### src/inc/clock_mode_defs.svh
/*
  Constants of the operating mode and system clock control block:
  register byte offsets, field positions, reset values, counts.
  Assumes inclusion by its bare name from the design files.
*/
`ifndef CLOCK_MODE_DEFS_SVH
`define CLOCK_MODE_DEFS_SVH

// ****************************************************************
// Register byte offsets
// ****************************************************************
`define OFS_SYSTEM_CLOCK_CONFIG 8'h00
`define OFS_FAST_OSC_CTRL 8'h04
`define OFS_IRQ_STATUS 8'h08
`define OFS_IRQ_MASK 8'h0c
`define OFS_MODE_STATUS 8'h10

// ****************************************************************
// Field positions
// ****************************************************************
`define CFG_SEL_HI 7
`define CFG_SEL_LO 5
`define CFG_HI_IDLE_BIT 1
`define CFG_LO_IDLE_BIT 0
`define FOC_ENABLE_BIT 0
`define FOC_FLAG_BIT 1
`define IRQ_SWITCH_DONE_BIT 0
`define IRQ_FAST_STABLE_BIT 1
`define IRQ_POWER_DOWN_BIT 2
`define IRQ_FIELD_HI 2
`define MODE_FIELD_HI 5
`define ACT_SEL_HI 10
`define ACT_SEL_LO 8
`define FIELD_LO 0

// ****************************************************************
// Reset values and codes
// ****************************************************************
`define CFG_SEL_RESET 3'h0
`define CFG_IDLE_RESET 1'h0
`define FOC_ENABLE_RESET 1'h1
`define FOC_FLAG_RESET 1'h0
`define IRQ_RESET 3'h0
`define SEL_SLOW 3'h7
`define SWITCH_SYS_PERIODS 3'h4
`define SWITCH_CNT_RESET 3'h0
`define DIV_CNT_RESET 6'h00
`define SYNC_RESET 3'h0
`define DIV_MASK_ONE 6'h01
`define DIV_CNT_ZERO 6'h00
`define DIV_CNT_STEP 6'h01
`define SWITCH_CNT_STEP 3'h1
`define WORD_ZERO 32'h00000000

`endif

### src/inc/clock_mode_pkg.sv
/*
  Types of the operating mode and system clock control block:
  the APB carrier structs, the mode enumeration and the state record.
  Assumes the constants header is compiled alongside.
*/
package clock_mode_pkg;

  // ****************************************************************
  // APB carriers
  // ****************************************************************
  typedef struct packed {
    logic psel;
    logic penable;
    logic pwrite;
    logic [7:0] paddr;
    logic [31:0] pwdata;
  } apb_req_type;

  typedef struct packed {
    logic pready;
    logic pslverr;
    logic [31:0] prdata;
  } apb_rsp_type;

  // ****************************************************************
  // Operating mode, one-hot
  // ****************************************************************
  typedef enum logic [5:0] {
    MODE_RUN = 6'h01,
    MODE_SWITCH = 6'h02,
    MODE_SLEEP = 6'h04,
    MODE_IDLE_SLOW_ONLY = 6'h08,
    MODE_IDLE_BOTH_CLOCKS = 6'h10,
    MODE_IDLE_FAST_ONLY = 6'h20
  } mode_type;

  typedef enum logic [2:0] {
    REG_CFG = 3'h0,
    REG_FOC = 3'h1,
    REG_IRQ_STATUS = 3'h2,
    REG_IRQ_MASK = 3'h3,
    REG_MODE_STATUS = 3'h4,
    REG_NONE = 3'h7
  } reg_sel_type;

  // ****************************************************************
  // Whole state of the block
  // ****************************************************************
  typedef struct packed {
    logic [2:0] sel;
    logic hi_idle;
    logic lo_idle;
    logic fosc_en;
    logic fosc_flag;
    logic [2:0] act_sel;
    mode_type mode;
    logic [2:0] sw_cnt;
    logic [5:0] div_cnt;
    logic [2:0] fr_sync;
    logic fr_level;
    logic [2:0] sr_sync;
    logic sr_level;
    logic [2:0] lc_sync;
    logic lc_level;
    logic [2:0] irq_stat;
    logic [2:0] irq_mask;
    logic irq;
    logic pready;
    logic pslverr;
    logic [31:0] prdata;
    logic cpu_run;
    logic sys_tick;
    logic hs_on;
    logic ls_on;
    logic fosc_run;
    logic sosc_run;
  } state_type;

endpackage
### src/hw/operating_mode_clock_control.sv
/*
  Operating mode and system clock control: selects the system clock
  (fast source divided by 1 to 64, or the slow source), runs the clock
  handover, the halt power-down modes and the fast oscillator stable flag.
  Assumes ref_clk_in is the fast RC oscillator output, oscillator ready
  levels and the slow clock arrive asynchronously, and the processor
  gives a one-cycle halt pulse and a one-cycle wake pulse.

// Function
// - Selector codes 000-110 give fast clock divided 1..64; 111 gives slow clock.
// - Fast mode: processor runs on fast oscillator divided by 1 up to 64.
// - Writing 111 in fast mode moves processor to slow mode on slow clock.
// - Handover to slow source waits until slow oscillator is stable.
// - In slow mode fast clock runs or stops per fast oscillator enable.
// - Halt with both idle enables 0: sleep, processor and both clocks stop.
// - In sleep the slow oscillator runs only while the watchdog is enabled.
// - Halt with idle enables 0/1: slow-only idle, fast stops, sys only if 111.
// - Halt with both idle enables 1: processor stops, all clocks keep running.
// - Halt with idle enables 1/0: fast-only idle, slow stops, sys only for 000-110.
// - Config register: selector bits 7-5, idle enables bits 1,0; rest zero; reset 0.
// - Enabling fast oscillator clears stable flag, sets it once oscillator stable.
// - Enable bit 0 resets 1; read-only stable flag bit 1 resets 0.
// - Handover within 4 current system periods plus source alignment; software waits.
*/
`timescale 1ns/1ps
`include "clock_mode_defs.svh"

module operating_mode_clock_control (
  // Clock and reset
  input wire logic ref_clk_in,
  input wire logic rst_b_in,
  // Register bus
  input wire clock_mode_pkg::apb_req_type apb_in,
  output clock_mode_pkg::apb_rsp_type apb_out,
  // Processor and watchdog
  input wire logic power_down_in,
  input wire logic wake_in,
  input wire logic watchdog_enable_in,
  // Oscillators
  input wire logic fast_osc_ready_in,
  input wire logic slow_osc_ready_in,
  input wire logic low_speed_clock_in,
  // Clock controls
  output logic cpu_run_out,
  output logic sys_clk_tick_out,
  output logic high_speed_clock_on_out,
  output logic low_speed_clock_on_out,
  output logic fast_osc_run_out,
  output logic slow_osc_run_out,
  // Interrupt
  output logic irq_out
);

  // ****************************************************************
  // Decoding helpers
  // ****************************************************************
  function automatic clock_mode_pkg::reg_sel_type decode_addr(input logic [7:0] addr);
    clock_mode_pkg::reg_sel_type r;
    case (addr)
      `OFS_SYSTEM_CLOCK_CONFIG: r = clock_mode_pkg::REG_CFG;
      `OFS_FAST_OSC_CTRL: r = clock_mode_pkg::REG_FOC;
      `OFS_IRQ_STATUS: r = clock_mode_pkg::REG_IRQ_STATUS;
      `OFS_IRQ_MASK: r = clock_mode_pkg::REG_IRQ_MASK;
      `OFS_MODE_STATUS: r = clock_mode_pkg::REG_MODE_STATUS;
      default: r = clock_mode_pkg::REG_NONE;
    endcase
    return r;
  endfunction

  // Divider tick for a fast selector code, slow edge for code 111
  function automatic logic source_tick(input logic [2:0] code, input logic [5:0] cnt,
                                       input logic slow_edge);
    logic [5:0] mask;
    mask = 6'((`DIV_MASK_ONE << code) - `DIV_MASK_ONE);
    if (code == `SEL_SLOW)
    begin
      return slow_edge;
    end
    return (cnt & mask) == `DIV_CNT_ZERO;
  endfunction

  // ****************************************************************
  // State
  // ****************************************************************
  clock_mode_pkg::state_type s_q;
  clock_mode_pkg::state_type s_d;

  logic access;
  logic slow_edge;
  logic cur_tick;
  logic tgt_tick;
  logic tgt_ready;
  logic fast_req;
  logic fosc_rise;
  logic sys_slow;
  logic [2:0] events;
  clock_mode_pkg::reg_sel_type rsel;

  always_comb
  begin
    s_d = s_q;
    events = `IRQ_RESET;
    access = apb_in.psel & apb_in.penable & s_q.pready;
    rsel = decode_addr(apb_in.paddr);
    fosc_rise = 1'h0;

    // Three-stage input synchronisers, level follows when stages 2 and 3 agree
    s_d.fr_sync = {s_q.fr_sync[1:0], fast_osc_ready_in};
    s_d.sr_sync = {s_q.sr_sync[1:0], slow_osc_ready_in};
    s_d.lc_sync = {s_q.lc_sync[1:0], low_speed_clock_in};
    if (s_q.fr_sync[1] == s_q.fr_sync[2])
    begin
      s_d.fr_level = s_q.fr_sync[2];
    end
    if (s_q.sr_sync[1] == s_q.sr_sync[2])
    begin
      s_d.sr_level = s_q.sr_sync[2];
    end
    if (s_q.lc_sync[1] == s_q.lc_sync[2])
    begin
      s_d.lc_level = s_q.lc_sync[2];
    end
    slow_edge = s_d.lc_level & ~s_q.lc_level;

    // Fast clock divider
    s_d.div_cnt = 6'(s_q.div_cnt + `DIV_CNT_STEP);
    cur_tick = source_tick(s_q.act_sel, s_q.div_cnt, slow_edge);
    tgt_tick = source_tick(s_q.sel, s_q.div_cnt, slow_edge);
    tgt_ready = (s_q.sel == `SEL_SLOW) ? s_q.sr_level : (s_q.fr_level & s_q.fosc_run);

    // ****************************************************************
    // Register writes
    // ****************************************************************
    if (access && apb_in.pwrite)
    begin
      case (rsel)
        clock_mode_pkg::REG_CFG:
        begin
          s_d.sel = apb_in.pwdata[`CFG_SEL_HI:`CFG_SEL_LO];
          s_d.hi_idle = apb_in.pwdata[`CFG_HI_IDLE_BIT];
          s_d.lo_idle = apb_in.pwdata[`CFG_LO_IDLE_BIT];
        end
        clock_mode_pkg::REG_FOC:
        begin
          s_d.fosc_en = apb_in.pwdata[`FOC_ENABLE_BIT];
          fosc_rise = apb_in.pwdata[`FOC_ENABLE_BIT] & ~s_q.fosc_en;
        end
        clock_mode_pkg::REG_IRQ_MASK:
        begin
          s_d.irq_mask = apb_in.pwdata[`IRQ_FIELD_HI:`FIELD_LO];
        end
        default:
        begin
        end
      endcase
    end

    // ****************************************************************
    // Operating mode sequencing
    // ****************************************************************
    case (s_q.mode)
      clock_mode_pkg::MODE_RUN:
      begin
        if (power_down_in)
        begin
          case ({s_q.hi_idle, s_q.lo_idle})
            2'h0: s_d.mode = clock_mode_pkg::MODE_SLEEP;
            2'h1: s_d.mode = clock_mode_pkg::MODE_IDLE_SLOW_ONLY;
            2'h3: s_d.mode = clock_mode_pkg::MODE_IDLE_BOTH_CLOCKS;
            default: s_d.mode = clock_mode_pkg::MODE_IDLE_FAST_ONLY;
          endcase
          events[`IRQ_POWER_DOWN_BIT] = 1'h1;
        end
        else if (s_q.sel != s_q.act_sel)
        begin
          s_d.mode = clock_mode_pkg::MODE_SWITCH;
          s_d.sw_cnt = `SWITCH_CNT_RESET;
        end
      end
      clock_mode_pkg::MODE_SWITCH:
      begin
        if (s_q.sel == s_q.act_sel)
        begin
          s_d.mode = clock_mode_pkg::MODE_RUN;
        end
        else if (s_q.sw_cnt != `SWITCH_SYS_PERIODS)
        begin
          if (cur_tick)
          begin
            s_d.sw_cnt = 3'(s_q.sw_cnt + `SWITCH_CNT_STEP);
          end
        end
        else if (tgt_ready && tgt_tick)
        begin
          s_d.act_sel = s_q.sel;
          s_d.mode = clock_mode_pkg::MODE_RUN;
          events[`IRQ_SWITCH_DONE_BIT] = 1'h1;
        end
      end
      clock_mode_pkg::MODE_SLEEP,
      clock_mode_pkg::MODE_IDLE_SLOW_ONLY,
      clock_mode_pkg::MODE_IDLE_BOTH_CLOCKS,
      clock_mode_pkg::MODE_IDLE_FAST_ONLY:
      begin
        if (wake_in)
        begin
          s_d.mode = clock_mode_pkg::MODE_RUN;
        end
      end
      default:
      begin
        s_d.mode = clock_mode_pkg::MODE_RUN;
      end
    endcase

    // ****************************************************************
    // Clock gating per mode
    // ****************************************************************
    sys_slow = (s_d.act_sel == `SEL_SLOW);
    fast_req = ~sys_slow | (s_d.sel != `SEL_SLOW) | s_d.fosc_en;
    s_d.cpu_run = 1'h0;
    s_d.sys_tick = 1'h0;
    s_d.fosc_run = 1'h0;
    s_d.sosc_run = 1'h1;
    s_d.ls_on = 1'h0;
    case (s_d.mode)
      clock_mode_pkg::MODE_RUN,
      clock_mode_pkg::MODE_SWITCH:
      begin
        s_d.cpu_run = 1'h1;
        s_d.sys_tick = cur_tick;
        s_d.fosc_run = fast_req;
        s_d.ls_on = 1'h1;
      end
      clock_mode_pkg::MODE_SLEEP:
      begin
        s_d.sosc_run = watchdog_enable_in;
      end
      clock_mode_pkg::MODE_IDLE_SLOW_ONLY:
      begin
        s_d.sys_tick = cur_tick & sys_slow;
        s_d.ls_on = 1'h1;
      end
      clock_mode_pkg::MODE_IDLE_BOTH_CLOCKS:
      begin
        s_d.sys_tick = cur_tick;
        s_d.fosc_run = 1'h1;
        s_d.ls_on = 1'h1;
      end
      clock_mode_pkg::MODE_IDLE_FAST_ONLY:
      begin
        s_d.sys_tick = cur_tick & ~sys_slow;
        s_d.fosc_run = 1'h1;
      end
      default:
      begin
      end
    endcase
    s_d.hs_on = s_d.fosc_run & s_q.fr_level;
    s_d.ls_on = s_d.ls_on & s_q.sr_level;

    // ****************************************************************
    // Fast oscillator stable flag
    // ****************************************************************
    if (fosc_rise || !s_d.fosc_en)
    begin
      s_d.fosc_flag = 1'h0;
    end
    else if (s_q.fosc_run && s_q.fr_level)
    begin
      s_d.fosc_flag = 1'h1;
    end
    events[`IRQ_FAST_STABLE_BIT] = s_d.fosc_flag & ~s_q.fosc_flag;

    // ****************************************************************
    // Read answer and read-to-clear status
    // ****************************************************************
    s_d.pready = apb_in.psel & apb_in.penable & ~s_q.pready;
    s_d.pslverr = 1'h0;
    s_d.prdata = `WORD_ZERO;
    if (s_d.pready)
    begin
      s_d.pslverr = (rsel == clock_mode_pkg::REG_NONE);
      case (rsel)
        clock_mode_pkg::REG_CFG:
        begin
          s_d.prdata[`CFG_SEL_HI:`CFG_SEL_LO] = s_q.sel;
          s_d.prdata[`CFG_HI_IDLE_BIT] = s_q.hi_idle;
          s_d.prdata[`CFG_LO_IDLE_BIT] = s_q.lo_idle;
        end
        clock_mode_pkg::REG_FOC:
        begin
          s_d.prdata[`FOC_ENABLE_BIT] = s_q.fosc_en;
          s_d.prdata[`FOC_FLAG_BIT] = s_q.fosc_flag;
        end
        clock_mode_pkg::REG_IRQ_STATUS:
        begin
          s_d.prdata[`IRQ_FIELD_HI:`FIELD_LO] = s_q.irq_stat;
        end
        clock_mode_pkg::REG_IRQ_MASK:
        begin
          s_d.prdata[`IRQ_FIELD_HI:`FIELD_LO] = s_q.irq_mask;
        end
        clock_mode_pkg::REG_MODE_STATUS:
        begin
          s_d.prdata[`MODE_FIELD_HI:`FIELD_LO] = s_q.mode;
          s_d.prdata[`ACT_SEL_HI:`ACT_SEL_LO] = s_q.act_sel;
        end
        default:
        begin
        end
      endcase
    end
    // Set wins over the read clear
    if (access && !apb_in.pwrite && rsel == clock_mode_pkg::REG_IRQ_STATUS)
    begin
      s_d.irq_stat = events;
    end
    else
    begin
      s_d.irq_stat = s_q.irq_stat | events;
    end
    s_d.irq = |(s_d.irq_stat & s_d.irq_mask);
  end

  // ****************************************************************
  // State register
  // ****************************************************************
  always_ff @(posedge ref_clk_in)
  begin
    if (!rst_b_in)
    begin
      s_q.sel <= `CFG_SEL_RESET;
      s_q.hi_idle <= `CFG_IDLE_RESET;
      s_q.lo_idle <= `CFG_IDLE_RESET;
      s_q.fosc_en <= `FOC_ENABLE_RESET;
      s_q.fosc_flag <= `FOC_FLAG_RESET;
      s_q.act_sel <= `CFG_SEL_RESET;
      s_q.mode <= clock_mode_pkg::MODE_RUN;
      s_q.sw_cnt <= `SWITCH_CNT_RESET;
      s_q.div_cnt <= `DIV_CNT_RESET;
      s_q.fr_sync <= `SYNC_RESET;
      s_q.fr_level <= 1'h0;
      s_q.sr_sync <= `SYNC_RESET;
      s_q.sr_level <= 1'h0;
      s_q.lc_sync <= `SYNC_RESET;
      s_q.lc_level <= 1'h0;
      s_q.irq_stat <= `IRQ_RESET;
      s_q.irq_mask <= `IRQ_RESET;
      s_q.irq <= 1'h0;
      s_q.pready <= 1'h0;
      s_q.pslverr <= 1'h0;
      s_q.prdata <= `WORD_ZERO;
      s_q.cpu_run <= 1'h0;
      s_q.sys_tick <= 1'h0;
      s_q.hs_on <= 1'h0;
      s_q.ls_on <= 1'h0;
      s_q.fosc_run <= 1'h1;
      s_q.sosc_run <= 1'h1;
    end
    else
    begin
      s_q <= s_d;
    end
  end

  // ****************************************************************
  // Outputs, all from flip-flops
  // ****************************************************************
  assign apb_out.pready = s_q.pready;
  assign apb_out.pslverr = s_q.pslverr;
  assign apb_out.prdata = s_q.prdata;
  assign cpu_run_out = s_q.cpu_run;
  assign sys_clk_tick_out = s_q.sys_tick;
  assign high_speed_clock_on_out = s_q.hs_on;
  assign low_speed_clock_on_out = s_q.ls_on;
  assign fast_osc_run_out = s_q.fosc_run;
  assign slow_osc_run_out = s_q.sosc_run;
  assign irq_out = s_q.irq;

endmodule

### config.mk
export PLATFORM = sky130hd
export DESIGN_NAME = operating_mode_clock_control
export DESIGN_NICKNAME = d
export VERILOG_FILES = /design/src/inc/clock_mode_pkg.sv /design/src/hw/operating_mode_clock_control.sv
export VERILOG_INCLUDE_DIRS = /design/src /design/src/inc
export SDC_FILE = /design/constraint.sdc
export NUM_CORES = 1
export LEC_CHECK = 0
export BUFFER_PORTS_ARGS = -buffer_cell sky130_fd_sc_hd__buf_2
export CORE_UTILIZATION = 47
export CTS_CLUSTER_SIZE = 14
export DETAILED_ROUTE_END_ITERATION = 8
export PLACE_DENSITY_LB_ADDON = 0.08
export SLEW_MARGIN = 10
export SYNTH_ARGS = -nofsm -noshare
export SYNTH_HDL_FRONTEND = slang
export SYNTH_SLANG_ARGS = --single-unit
### constraint.sdc
create_clock -name ref_clk_in -period 2.5 [get_ports ref_clk_in]
set_clock_uncertainty 0.2 [all_clocks]
set_input_delay 0.5 -clock ref_clk_in [delete_from_list [all_inputs] [get_ports ref_clk_in]]
set_output_delay 0.5 -clock ref_clk_in [all_outputs]
set_load 0.03 [all_outputs]
==> summary.txt <==
Number of global-route vias before repair: 2360
Top area cells in the synthesized netlist: dfxtp_1, buf_4, nor2_1, and2_1, mux2i_1
Share of the yosys chip area belonging to registers: 39.2%
Final period utilization: 110%
Initial drt markers: 124
Synth unique cells: 65
Worst setup margin: -0.252 ns
Antenna Nets Post-Route: 0
Post-synthesis cell type with the largest combined area: dfxtp_1
Grt total ovfl: 0
First-pass GRT wire length: 11300 um
Number of instances in the placed design: 480
TritonCTS clock tree: yes
CTS HTree Levels: 3
Clk buf depth: 2
N_diodes: 0
Port bufs: 44
Crit path kind: register to register
WP data required: 2.52 ns
Clock Sinks: 63
Rows: 29
Max-cap violations: 0
CTS Buf Count: 9
Static Leak: 1.58 nW
Wirelength, routed: 6770 um
# IOs: 92
Average cell area after synthesis: 8.74 um^2
Share of cells above drive strength 1: 28.5%
Crit. End Element: register
Post-synth ARST share: 0%
Crit start category: register
CP arrival: 2.77 ns
Final Hold Vio Count: 0
Finished Layout Cells: 501
Power Total: 0.00206 W
Dpl hpwl: 4860 um
Vias per inst: 5.25
Failing checks: design-rule violations, negative setup slack
GRT Resource Usage Total: 20.3%
Slew Viols, Final: 0
Placer Congestion: 0.887
Fmax: 363 MHz
Initial antenna violation count: 0
Share of the synthesized area in the top cell type: 39.2%
Power density cells: 549 nW/um^2
Max FO, Critical Path: 6
Outcome: complete, but fails checks
Remaining routing DRC violations: 9
Mapped Cells: 368
Area grow syn2layout: 16.4%
Worst-margin pin slew: 0.514 ns
Worst-skew pair later-pin latency: 0.34 ns
Vias: 2631
Worst Hold Class: input port to register
Largest net degree at the start of global routing: 24
Ys Warns: 0
Root buf cell: clkbuf_8
Die Height: 84.7 um
Setup violations, final: 12
Post-synth top flop: dfxtp_1
Core Area: 6490 um^2
Crit path time final: 2.75 ns
Hold buffers post-CTS: 0
Post-synthesis instance area: 3220 um^2
Post-synth EDFFs: 0
Slew Limit Headroom: 65.8%
Die Width: 84.7 um
Clock slew at reported path FFs: 0.07 ns
Flops & latches, synth: 63
WL/cell: 13.5 um
Drt first pass iters: 6
Die area: 7180 um^2
Initial core utilization: 49.5%
Maximum vdd ir drop: 439 uV
Fin Hold WS: 0.152 ns
Fin nets: 475
RSZ-0062 raised after global routing: yes
==> per-layer routing <==
layer	GRT usage, %	vias up	wire [um]
li1	-	1339	-
met1	26.8	1217	3420
met2	31.8	65	2960
met3	6.39	10	304
met4	6.01	0	82
met5	0	-	0
==> worst max-delay path, stage by stage, from the launching register on <==
cell and delay (ns):
dfxtp_2 0.32, or3_4 0.40, ha_4 0.27, inv_2 0.02, a221o_1 0.31, a2111o_1 0.39, buf_4 0.18, a21oi_4 0.25
mux2i_1 0.24, nor2_1 0.06
==> power by group <==
part / internal [W] / switching [W]
Combinational: 0.0000782 / 0.000150
Sequential: 0.00103 / 0.0000158
Clock: 0.000384 / 0.000399
==> per-stage QoR <==
step	worst slack [ns]	instance area (um^2)	setup TNS (ns)	util [%]
4_1_cts	-0.222	3640	-2.00	56.0
3_3_place_gp	-0.220	3440	-1.55	52.9
6_report	-0.252	3740	-2.33	57.7
5_1_grt	-0.377	3740	-3.77	57.7
3_5_place_dp	-0.261	3440	-1.93	52.9
2_1_floorplan	-0.159	3330	-0.927	-
==> cell families after synthesis <==
kind of cell	Yosys count	share of synthesized area, %
adder cells (fa/ha/maj)	5	1.94
AND/OR/NAND/NOR	146	24.5
flip-flops	63	39.2
multiplexers	14	4.40
other	1	0.117
buffers and inverters	62	12.6
XOR/XNOR	10	2.72
AO/OA/AOI/OAI	67	14.4
==> cell type report <==
type,instances,area [um^2]
fillers,585,2750
repair buffers,68,400
multi-input cells,263,1760
clock buffers,11,141
clock inverters,5,33.8
flip-flops and latches,63,1260
well taps,77,96.3
inverters,14,52.6
==> layout by cell type (no fill, tap or decap), types with 3 or more instances in the layout <==
cell type  Yosys  final
inv_1         14     11
a32oi_1        3      3
xnor2_1        6      6
nand3_1       14     12
nand2_1       27     26
nor3b_1        3      3
nor2_1        36     33
o211ai_1       4      4
o21ai_1        0      3
and3_1         5      5
a21oi_1       15     14
inv_2          0      3
xor2_1         4      4
clkbuf_8       3     10
nor2b_1        4      4
ha_1           5      3
o21ai_0       13     10
nor3_1         6      6
dfxtp_1       63     61
buf_2          0     44
nor4b_1        3      3
mux2i_1       13     13
and2_1        21     21
o21a_1         5      5
buf_4         34     24
conb_1         1     21
nand4_1        4      4
==> cells in the mapped netlist (all sizes together) (4+ instances only) <==
library cell / instances
o21ai: 13
and3: 7
and2: 22
mux2i: 13
nand4: 4
nor2b: 4
or3: 4
clkbuf: 11
o21a: 5
nand3: 14
inv: 14
a21oi: 16
nor3: 6
xnor2: 6
o211ai: 4
dfxtp: 63
nand2: 27
ha: 5
buf: 37
nor2: 36
xor2: 4
==> sequential cells by signal, indices dropped and copies added, names as in the netlist <==
register and flops:
cpu_run_out 1, high_speed_clock_on_out 1, low_speed_clock_on_out 1, slow_osc_run_out 1
fast_osc_run_out 1, irq_out 1, s_q 37, s_d 6
apb_out 13, sys_clk_tick_out 1
==> timing repair <==
| action | CTS | global route |
|---|---|---|
| pin swaps | 9 | 8 |
| gates resized for setup | 5 | 19 |
| setup buffers | 1 | 4 |
| setup endpoints to repair | 14 | 15 |
==> worst paths after layout <==
path / from / to / slack [ns] / cells after the start
hold reg to reg: s_d[57] / s_d[58] / 0.24 / 1
setup / recovery: s_q[82] / s_q[76] / -0.25 / 9
hold / removal: watchdog_enable_in / slow_osc_run_out / 0.15 / 3
setup reg to reg: s_q[82] / s_q[76] / -0.25 / 9
Power figures use the tool's default switching activity.
